--- src/design/slr_regs.svh ---
`ifndef SLR_REGS_SVH
`define SLR_REGS_SVH

// Register byte addresses
`define SLR_ADDR_AMB_PARAM   8'h84
`define SLR_ADDR_AMB_HIGH    8'h85
`define SLR_ADDR_AMB_LOW     8'h86
`define SLR_ADDR_BIO_HIGH    8'h87
`define SLR_ADDR_BIO_LOW     8'h88
`define SLR_ADDR_IRQ_CTRL    8'h89
`define SLR_ADDR_LOW_THR_HI  8'h8A
`define SLR_ADDR_LOW_THR_LO  8'h8B
`define SLR_ADDR_HIGH_THR_HI 8'h8C
`define SLR_ADDR_HIGH_THR_LO 8'h8D
`define SLR_ADDR_IRQ_STATUS  8'h8E

// Interrupt control fields
`define SLR_CTRL_COUNT_MSB   7
`define SLR_CTRL_COUNT_LSB   5
`define SLR_CTRL_BIO_EN      3
`define SLR_CTRL_AMB_EN      2
`define SLR_CTRL_LIMIT_EN    1
`define SLR_CTRL_LIMIT_SEL   0

// Interrupt status fields
`define SLR_STAT_BIO_READY   3
`define SLR_STAT_AMB_READY   2
`define SLR_STAT_BELOW_LOW   1
`define SLR_STAT_ABOVE_HIGH  0

// Reset values
`define SLR_RST_CTRL         8'h00
`define SLR_RST_AMB_PARAM    8'h0D
`define SLR_RST_WORD         16'h0000
`define SLR_RST_STATUS       4'h0

`endif

--- src/design/slr_pkg.sv ---
package slr_pkg;

	typedef struct packed {
		logic        valid;
		logic [15:0] value;
	} slr_meas_type;

	typedef struct packed {
		logic       strobe;
		logic [7:0] addr;
		logic [7:0] data;
	} slr_wr_type;

	typedef enum logic [6:0] {
		ST_IDLE  = 7'b0000001,
		ST_ADDR  = 7'b0000010,
		ST_AACK  = 7'b0000100,
		ST_WDATA = 7'b0001000,
		ST_WACK  = 7'b0010000,
		ST_RDATA = 7'b0100000,
		ST_RACK  = 7'b1000000
	} slr_state_type;

endpackage : slr_pkg

--- src/design/slr_sensor_regs.sv ---
`timescale 1ns/100ps
`include "slr_regs.svh"
module slr_sensor_regs #(
	parameter logic [6:0] DEV_ADDR = 7'h2A // Arbitrary bus address
) (
	// Clock and reset
	input  wire logic                 clk_i,
	input  wire logic                 arst_n_i,
	// Serial register bus, open drain data
	input  wire logic                 scl_i,
	input  wire logic                 sda_i,
	output logic                      sda_o,
	output logic                      sda_oe_o,
	// Measurement results from the converter
	input  wire slr_pkg::slr_meas_type amb_meas_i,
	input  wire slr_pkg::slr_meas_type bio_meas_i,
	// Self-timed measurement control
	input  wire logic                 self_timed_en_i,
	output logic [7:0]                amb_param_o,
	// Open drain interrupt pad
	output logic                      irq_pad_o,
	output logic                      irq_pad_oe_o
);

	slr_pkg::slr_state_type state;
	slr_pkg::slr_wr_type    wr;
	logic [7:0]  shift;
	logic [3:0]  bit_cnt;
	logic [7:0]  ptr;
	logic        ptr_valid;
	logic        rw;
	logic        scl_q;
	logic        sda_q;
	logic [15:0] amb_result;
	logic [15:0] bio_result;
	logic [15:0] low_thr;
	logic [15:0] high_thr;
	logic [7:0]  ctrl;
	logic [7:0]  amb_param;
	logic        self_timed_q;
	logic [3:0]  status;
	logic [3:0]  status_set;
	logic [3:0]  status_clr;
	logic [7:0]  above_cnt;
	logic [7:0]  below_cnt;
	logic [7:0]  need;
	logic        scl_rise;
	logic        scl_fall;
	logic        start_cond;
	logic        stop_cond;
	slr_pkg::slr_meas_type src;
	logic        limit_ev;
	logic        above;
	logic        below;

	function automatic logic [7:0] count_need(input logic [2:0] code);
		count_need = 8'(9'h001 << code);
	endfunction : count_need

	function automatic logic [7:0] read_byte(input logic [7:0] a);
		case (a)
			`SLR_ADDR_AMB_PARAM:   read_byte = amb_param;
			`SLR_ADDR_AMB_HIGH:    read_byte = amb_result[15:8];
			`SLR_ADDR_AMB_LOW:     read_byte = amb_result[7:0];
			`SLR_ADDR_BIO_HIGH:    read_byte = bio_result[15:8];
			`SLR_ADDR_BIO_LOW:     read_byte = bio_result[7:0];
			`SLR_ADDR_IRQ_CTRL:    read_byte = {ctrl[7:5], 1'b0, ctrl[3:0]};
			`SLR_ADDR_LOW_THR_HI:  read_byte = low_thr[15:8];
			`SLR_ADDR_LOW_THR_LO:  read_byte = low_thr[7:0];
			`SLR_ADDR_HIGH_THR_HI: read_byte = high_thr[15:8];
			`SLR_ADDR_HIGH_THR_LO: read_byte = high_thr[7:0];
			`SLR_ADDR_IRQ_STATUS:  read_byte = {4'h0, status};
			default:               read_byte = 8'h00;
		endcase
	endfunction : read_byte

	// ****************************************************
	// Serial bus slave
	// ****************************************************
	assign scl_rise   = scl_i & ~scl_q;
	assign scl_fall   = ~scl_i & scl_q;
	assign start_cond = scl_i & scl_q & sda_q & ~sda_i;
	assign stop_cond  = scl_i & scl_q & ~sda_q & sda_i;

	always_ff @(posedge clk_i or negedge arst_n_i)
	begin
		if (!arst_n_i)
		begin
			scl_q <= 1'b1;
			sda_q <= 1'b1;
		end
		else
		begin
			scl_q <= scl_i;
			sda_q <= sda_i;
		end
	end

	// Bytes after the pointer auto-increment on both reads and writes
	always_ff @(posedge clk_i or negedge arst_n_i)
	begin
		if (!arst_n_i)
		begin
			state     <= slr_pkg::ST_IDLE;
			shift     <= 8'h00;
			bit_cnt   <= 4'h0;
			ptr       <= 8'h00;
			ptr_valid <= 1'b0;
			rw        <= 1'b0;
			wr        <= '0;
		end
		else
		begin
			wr.strobe <= 1'b0;
			if (start_cond)
			begin
				state     <= slr_pkg::ST_ADDR;
				bit_cnt   <= 4'h0;
				ptr_valid <= 1'b0;
			end
			else if (stop_cond)
				state <= slr_pkg::ST_IDLE;
			else if (scl_rise)
			begin
				case (state)
					slr_pkg::ST_ADDR, slr_pkg::ST_WDATA:
					begin
						shift   <= {shift[6:0], sda_i};
						bit_cnt <= bit_cnt + 4'h1;
					end
					slr_pkg::ST_RACK:
						if (sda_i)
							state <= slr_pkg::ST_IDLE;
					default:
						state <= state;
				endcase
			end
			else if (scl_fall)
			begin
				case (state)
					slr_pkg::ST_ADDR:
						if (bit_cnt == 4'h8)
						begin
							rw    <= shift[0];
							state <= (shift[7:1] == DEV_ADDR) ?
								slr_pkg::ST_AACK : slr_pkg::ST_IDLE;
						end
					slr_pkg::ST_WDATA:
						if (bit_cnt == 4'h8)
						begin
							state <= slr_pkg::ST_WACK;
							if (!ptr_valid)
							begin
								ptr       <= shift;
								ptr_valid <= 1'b1;
							end
							else
							begin
								wr  <= '{1'b1, ptr, shift};
								ptr <= ptr + 8'h01;
							end
						end
					slr_pkg::ST_AACK, slr_pkg::ST_RACK, slr_pkg::ST_WACK:
					begin
						bit_cnt <= 4'h0;
						if (rw && state != slr_pkg::ST_WACK)
						begin
							state <= slr_pkg::ST_RDATA;
							shift <= read_byte(ptr);
							ptr   <= ptr + 8'h01;
						end
						else
							state <= slr_pkg::ST_WDATA;
					end
					slr_pkg::ST_RDATA:
						if (bit_cnt == 4'h7)
							state <= slr_pkg::ST_RACK;
						else
						begin
							shift   <= {shift[6:0], 1'b0};
							bit_cnt <= bit_cnt + 4'h1;
						end
					default:
						state <= state;
				endcase
			end
		end
	end

	assign sda_o    = 1'b0;
	assign sda_oe_o = (state == slr_pkg::ST_AACK)
		| (state == slr_pkg::ST_WACK)
		| ((state == slr_pkg::ST_RDATA) & ~shift[7]);

	// ****************************************************
	// Register file
	// ****************************************************
	always_ff @(posedge clk_i or negedge arst_n_i)
	begin
		if (!arst_n_i)
		begin
			ctrl     <= `SLR_RST_CTRL;
			low_thr  <= `SLR_RST_WORD;
			high_thr <= `SLR_RST_WORD;
		end
		else if (wr.strobe)
		begin
			case (wr.addr)
				`SLR_ADDR_IRQ_CTRL:    ctrl <= wr.data;
				`SLR_ADDR_LOW_THR_HI:  low_thr[15:8] <= wr.data;
				`SLR_ADDR_LOW_THR_LO:  low_thr[7:0] <= wr.data;
				`SLR_ADDR_HIGH_THR_HI: high_thr[15:8] <= wr.data;
				`SLR_ADDR_HIGH_THR_LO: high_thr[7:0] <= wr.data;
				default:               ctrl <= ctrl;
			endcase
		end
	end

	// Written value is held apart from the one the sequencer uses
	always_ff @(posedge clk_i or negedge arst_n_i)
	begin
		if (!arst_n_i)
		begin
			amb_param    <= `SLR_RST_AMB_PARAM;
			amb_param_o  <= `SLR_RST_AMB_PARAM;
			self_timed_q <= 1'b0;
		end
		else
		begin
			self_timed_q <= self_timed_en_i;
			if (wr.strobe && wr.addr == `SLR_ADDR_AMB_PARAM)
				amb_param <= wr.data;
			if (!self_timed_en_i || !self_timed_q)
				amb_param_o <= amb_param;
		end
	end

	// Result registers only follow the converter, never the bus
	always_ff @(posedge clk_i or negedge arst_n_i)
	begin
		if (!arst_n_i)
		begin
			amb_result <= `SLR_RST_WORD;
			bio_result <= `SLR_RST_WORD;
		end
		else
		begin
			if (amb_meas_i.valid)
				amb_result <= amb_meas_i.value;
			if (bio_meas_i.valid)
				bio_result <= bio_meas_i.value;
		end
	end

	// ****************************************************
	// Threshold filter and interrupt status
	// ****************************************************
	assign src      = ctrl[`SLR_CTRL_LIMIT_SEL] ? amb_meas_i : bio_meas_i;
	assign limit_ev = src.valid & ctrl[`SLR_CTRL_LIMIT_EN];
	assign above    = src.value > high_thr;
	assign below    = src.value < low_thr;
	assign need     = count_need(ctrl[`SLR_CTRL_COUNT_MSB:`SLR_CTRL_COUNT_LSB]);

	// Counters restart after each fire, so a steady excursion refires
	always_ff @(posedge clk_i or negedge arst_n_i)
	begin
		if (!arst_n_i)
		begin
			above_cnt <= 8'h00;
			below_cnt <= 8'h00;
		end
		else if (!ctrl[`SLR_CTRL_LIMIT_EN])
		begin
			above_cnt <= 8'h00;
			below_cnt <= 8'h00;
		end
		else if (src.valid)
		begin
			above_cnt <= (above && status_set[0] == 1'b0) ?
				above_cnt + 8'h01 : 8'h00;
			below_cnt <= (below && status_set[1] == 1'b0) ?
				below_cnt + 8'h01 : 8'h00;
		end
	end

	always_comb
	begin
		status_set = 4'h0;
		status_set[`SLR_STAT_BIO_READY] = bio_meas_i.valid
			& ctrl[`SLR_CTRL_BIO_EN];
		status_set[`SLR_STAT_AMB_READY] = amb_meas_i.valid
			& ctrl[`SLR_CTRL_AMB_EN];
		// At or past the count, so a count lowered mid-run still fires
		status_set[`SLR_STAT_BELOW_LOW] = limit_ev & below
			& (8'(below_cnt + 8'h01) >= need);
		status_set[`SLR_STAT_ABOVE_HIGH] = limit_ev & above
			& (8'(above_cnt + 8'h01) >= need);
	end

	assign status_clr = (wr.strobe && wr.addr == `SLR_ADDR_IRQ_STATUS) ?
		wr.data[3:0] : 4'h0;

	// A new event beats a clear in the same cycle
	always_ff @(posedge clk_i or negedge arst_n_i)
	begin
		if (!arst_n_i)
		begin
			status       <= `SLR_RST_STATUS;
			irq_pad_oe_o <= 1'b0;
		end
		else
		begin
			status       <= (status & ~status_clr) | status_set;
			irq_pad_oe_o <= |status;
		end
	end

	assign irq_pad_o = 1'b0;
endmodule : slr_sensor_regs

--- config.mk ---
export PLATFORM = sky130hd
export DESIGN_NAME = slr_sensor_regs
export DESIGN_NICKNAME = d
export VERILOG_FILES = /design/src/design/slr_pkg.sv /design/src/design/slr_sensor_regs.sv
export VERILOG_INCLUDE_DIRS = /design/src /design/src/design
export SDC_FILE = /design/constraint.sdc
export NUM_CORES = 1
export LEC_CHECK = 0
export BUFFER_PORTS_ARGS = -buffer_cell sky130_fd_sc_hd__buf_2
export CORE_UTILIZATION = 62
export DETAILED_ROUTE_END_ITERATION = 12
export PLACE_DENSITY = 0.81
export SYNTH_ARGS = -nofsm -noshare
export SYNTH_HDL_FRONTEND = slang
export SYNTH_SLANG_ARGS = --single-unit
--- constraint.sdc ---
create_clock -name clk_i -period 4.3 [get_ports clk_i]
set_input_delay 0.645 -clock clk_i [delete_from_list [all_inputs] [get_ports clk_i]]
set_output_delay 0.645 -clock clk_i [all_outputs]
set_load 0.02 [all_outputs]
# Word level (Yosys, flattened, before mapping)
# Index checks and enable logic that the tools add are counted.
# word_totals
regBits	158
in_bits	39
output_inout_bits	12
elab_cells	191
# op_classes
n_addsub	4
n_lt_le_gt_ge	4
n_eq_ne	43
shifts	1
n_mux	51
bitwise	30
n_reduce_logical	33
# ops
op	count
== test 8 bit, second input constant	18
two-way mux 17 bit	8
two-way mux 8 bit	14
one-hot mux 8 bit (11 select lines)	1
two-way mux 7 bit	9
one-hot mux 8 bit (2 select lines)	2
two-way mux 4 bit	7
one-hot mux 7 bit (4 select lines)	1
AND reduction 7 bit	4
adder 8 x 1 -> 8 bit, second input constant	3
>= comparator 8 bit	2
greater-than comparator 16 bit	1
less-than comparator 16 bit	1
bitwise AND 1 bit	15
inequality test 5 bit, second input constant	3
== test 7 x 6 -> 1 bit, second input constant	2
NOT 1 bit	10
AND reduction 2 bit	5
AND reduction 5 bit	2
nonzero test 2 bit	5
inequality test 2 bit, second input constant	4
one-hot mux 4 bit (2 select lines)	1
nonzero test 4 bit	2
<< shifter 1 x 3 -> 8 bit, first input constant	1
31 further kinds	45

# Logic depth before layout (Yosys ltp)
# depth
word_depth	9
depth_mapped	11
ltp_nobuf	11

# Least setup slack after synthesis
# OpenSTA, ideal clock, no wires.
# synth_timing
path_kind	register to register
startpoint	register ctrl[0]
endpoint	register above_cnt[0]
setup_ns	0.125
arrival_ns	2.977
t_required_ns	4.175
slack_ns	1.198
stages_incl_launch_ff	11
n_path_buf	2
period_less_slack_ns	3.102
cell_sequence	dfrtp_1 > clkbuf_1 > clkbuf_1 > mux2_2 > ha_1 > and3_1 > o21ai_0 > a21oi_1 > nor4b_1 > nor3_1 > mux2_2
# synth_between
elab_chain_len	9
elab_cells_between_ends	11
cone_classes	order compare: 1; eq/ne: 1; mux: 4; bitwise: 4; reduce/logical: 1
# synth_lines
element	line	rtl
start: declaration	slr_sensor_regs.sv:38	logic [7:0] ctrl;
start signal: assignment	slr_sensor_regs.sv:202	ctrl <= `SLR_RST_CTRL;
start signal: assignment	slr_sensor_regs.sv:209	`SLR_ADDR_IRQ_CTRL: ctrl <= wr.data;
start signal: assignment	slr_sensor_regs.sv:214	default: ctrl <= ctrl;
two-way mux 17 bit *	slr_sensor_regs.sv:258	assign src = ctrl[`SLR_CTRL_LIMIT_SEL] ? amb_meas_i : bio_meas_i;
greater-than comparator 16 bit / bitwise AND 1 bit (equally long branches)	slr_sensor_regs.sv:260, slr_sensor_regs.sv:259	
bitwise AND 1 bit	slr_sensor_regs.sv:296	status_set[`SLR_STAT_ABOVE_HIGH] = limit_ev & above
bitwise AND 1 bit	slr_sensor_regs.sv:297	& (8'(above_cnt + 8'h01) >= need);
NOT 1 bit	slr_sensor_regs.sv:279	above_cnt <= (above && status_set[0] == 1'b0) ?
logical AND 1 bit	slr_sensor_regs.sv:279	
two-way mux 8 bit	slr_sensor_regs.sv:279	
two-way mux 8 bit	slr_sensor_regs.sv:277	else if (src.valid)
two-way mux 8 bit	slr_sensor_regs.sv:272	else if (!ctrl[`SLR_CTRL_LIMIT_EN])
end signal: assignment	slr_sensor_regs.sv:279	
end: declaration	slr_sensor_regs.sv:44	logic [7:0] above_cnt;
# Mark *: on every way between the ends. The rest lies on a longest branch, timed or not. The select of a mux whose other input is x is not followed.
# A chain may end at the register's enable or synchronous reset.

# Final worst setup path
# Ends and elaborated chain as after synthesis.

==> metrics.yaml <==
run_status:
  status: "complete, no violations"
setup_path:
  worst_setup_path_end_kind: "flip-flop"
  worstPathArrival_ns: 3.95
  cp.required_ns: 4.63
  critPathLaunchType: "flip-flop"
  cp_max_fo: 19
  crit_type: "reg -> reg"
floorplanning:
  row_count: 43
  dieHeight_um: 123
  core_area_sq_um: 14000
  pin_count: 51
  dieArea_sq_um: 15100
  initial_core_util_pct: 64.5
  die_width_um: 123
yosys:
  syn_area_sq_um: 9060
  ys_ff_latch: 157
  yosysWarnings: 0
  netlist_instances: 889
  syn_avg_cell_area_sq_um: 10.2
  synth.distinct_cells: 66
  ys_seq_area_share_pct: 43.5
  synthArstFlopShare_pct: 100
  synth_top_flop_cell: "dfrtp_1"
  synth_edf_count: 0
timing:
  finalHoldViolCount: 0
  worst_pin_slew_ns: 1.14
  setup_ws_ns: 0.679
  slew_headroom_pct: 23.5
  tns_ns: 0
  fin_worst_skew_ns: 0.00590
  max_freq_mhz: 276
  fin_crit_sh_pct: 84.2
  slew_viol_final: 0
  rsz0062_at_grt: "false"
  setup_violations: 0
  fin_crit_ns: 3.62
cts:
  cts_tree: "built"
  clock_path_buffers: 2
  cts_sinks: 157
  postCtsSetupBuffers: 0
  cts.clk_slew.worst_paths_ns: 0.07
  h-tree-depth: 4
  cts_root_buf: "clkbuf_16"
  cts_made_buffers: 17
  hold_buffers: 0
  post_cts_resized: 0
  insertion_delay_ns: 0.45
grt:
  grt_pass1_wl_um: 38500
  grt_use_total_pct: 34.6
  busiest_layer: "met2"
  grt_pass1_vias: 7114
  met1_usage_pct: 45.2
  grt_use_met2_pct: 54.0
  met3_usage_pct: 7.30
  grt_overflow_total: 0
  antenna_found_initial: 0
  grt_max_degree: 92
cells_and_area:
  fill_cells: 1029
  final_common_cell: "dfrtp_1"
  layout_common_cells: "dfrtp_1, mux2_2, nand2_1"
  drive_above_1_share_pct: 22.1
  antenna_cells: 0
  instances_no_fill: 1114
  fin_nets: 1019
  syn2layout_area_growth_pct: 10.3
  final_util_pct: 71.2
  final_area_sq_um: 9990
placement:
  dp_cells: 1082
  post-dp-hpwl_um: 16600
  placed_cell_area_sq_um: 9400
  gp_congestion: 0.990
  io_buffers: 48
  preCtsSetupSlack_ns: 0.764
routing:
  drc: 0
  wirelength_um: 24100
  vias: 7265
  dr.pass1.iters: 8
  viasPerCell: 6.52
  wl_per_cell_um: 21.6
  first_iter_violations: 793
  antenna_left: 0
run:
  maxCapViolations: 0
power_and_ir_drop:
  pwr_density_cell_nw_per_um2: 349
  p_leak_nw: 4.46
  worst_ir_drop_vdd_mv: 0.324
hold_path:
  hold_class: "in -> async"
==> worst paths after layout <==
path / from / to / slack [ns] / cells after the start
worst max register to register: ctrl[0] / above_cnt[0] / 0.68 / 8
max in group asynchronous: arst_n_i / amb_param_o[2] / 3.00 / 2
worst max-delay path: ctrl[0] / above_cnt[0] / 0.68 / 8
worst min register to register: amb_param_o[5] / amb_param_o[5] / 0.50 / 1
min in group clk_i: self_timed_en_i / self_timed_q / 0.31 / 1
worst min-delay path: arst_n_i / below_cnt[5] / 0.24 / 1
==> worst max-delay path, stage by stage (launching register included) <==
cell and delay [ns]:
dfrtp_1 0.93, mux2_2 0.45, ha_1 0.29, and3_1 0.16, o21ai_0 0.18, a21oi_1 0.09
nor4b_1 0.78, nor3_1 0.28, mux2_2 0.33
==> routing by layer <==
metal	up-vias	wire, um
met5	-	0
met4	0	1140
met3	77	1810
met2	369	11300
met1	3516	9860
li1	3303	-
==> metrics by stage <==
step	hold WS (ns)	total power, mW
floorplan	0.349	1.85
CTS	0.308	3.48
finish	0.242	3.49
global placement	0.486	1.98
detailed placement	0.490	1.99
global route	0.305	3.59
==> area by class of cell <==
| cell class | instances | area (sq um) | share of cell area [%] |
|---|---|---|---|
| multi-input combinational | 643 | 4760 | 47.6 |
| sequential | 157 | 3940 | 39.4 |
| clock buffer | 17 | 425 | 4.26 |
| timing repair buffer | 55 | 299 | 2.99 |
| tap | 180 | 225 | 2.25 |
| inverter | 47 | 176 | 1.77 |
| clock inverter | 15 | 168 | 1.68 |
==> cells in the mapped netlist, types with 15 or more instances <==
master    number  area share, %
dfrtp_1      148             41
mux2_2        97             12
nand2_1       74            3.1
o21ai_0       68            3.8
ha_1          59            8.1
a21oi_1       51            2.8
inv_1         47            1.9
nor2_1        46            1.9
clkbuf_1      31            1.3
nand3_1       29            1.6
a22o_1        23            2.2
mux2i_1       15            1.7
==> flip-flops by register name (all words and copies together), names as in the netlist <==
| name | cells |
|---|---|
| wr | 17 |
| amb_result | 16 |
| bio_result | 16 |
| high_thr | 16 |
| low_thr | 16 |
| above_cnt | 8 |
| amb_param | 8 |
| amb_param_o | 8 |
| below_cnt | 8 |
| ptr | 8 |
| shift | 8 |
| ctrl | 7 |
| state | 7 |
| bit_cnt | 4 |
| status | 4 |
| irq_pad_oe_o | 1 |
| ptr_valid | 1 |
| rw | 1 |
| scl_q | 1 |
| sda_q | 1 |
| self_timed_q | 1 |
==> logic make-up (layout without fill, tap and decap cells) <==
logic type	after synthesis	count (layout)	share of synthesized area, %
flip-flops	157	157	43.5
other	1	2	0.0414
XOR/XNOR	13	13	1.26
AND/OR/NAND/NOR	236	236	13.1
buffers and inverters	90	134	4.03
AO/OA/AOI/OAI	221	221	16.2
adder cells (fa/ha/maj)	59	59	8.15
multiplexers	112	112	13.7
==> report_power, final <==
part	internal (mW)	switching (mW)	total (mW)
registers	1.55	0.0943	1.64
logic	0.142	0.184	0.326
clock network	0.783	0.732	1.51
total	2.48	1.01	3.49
Note: power is estimated with default switching activity, not from simulation.
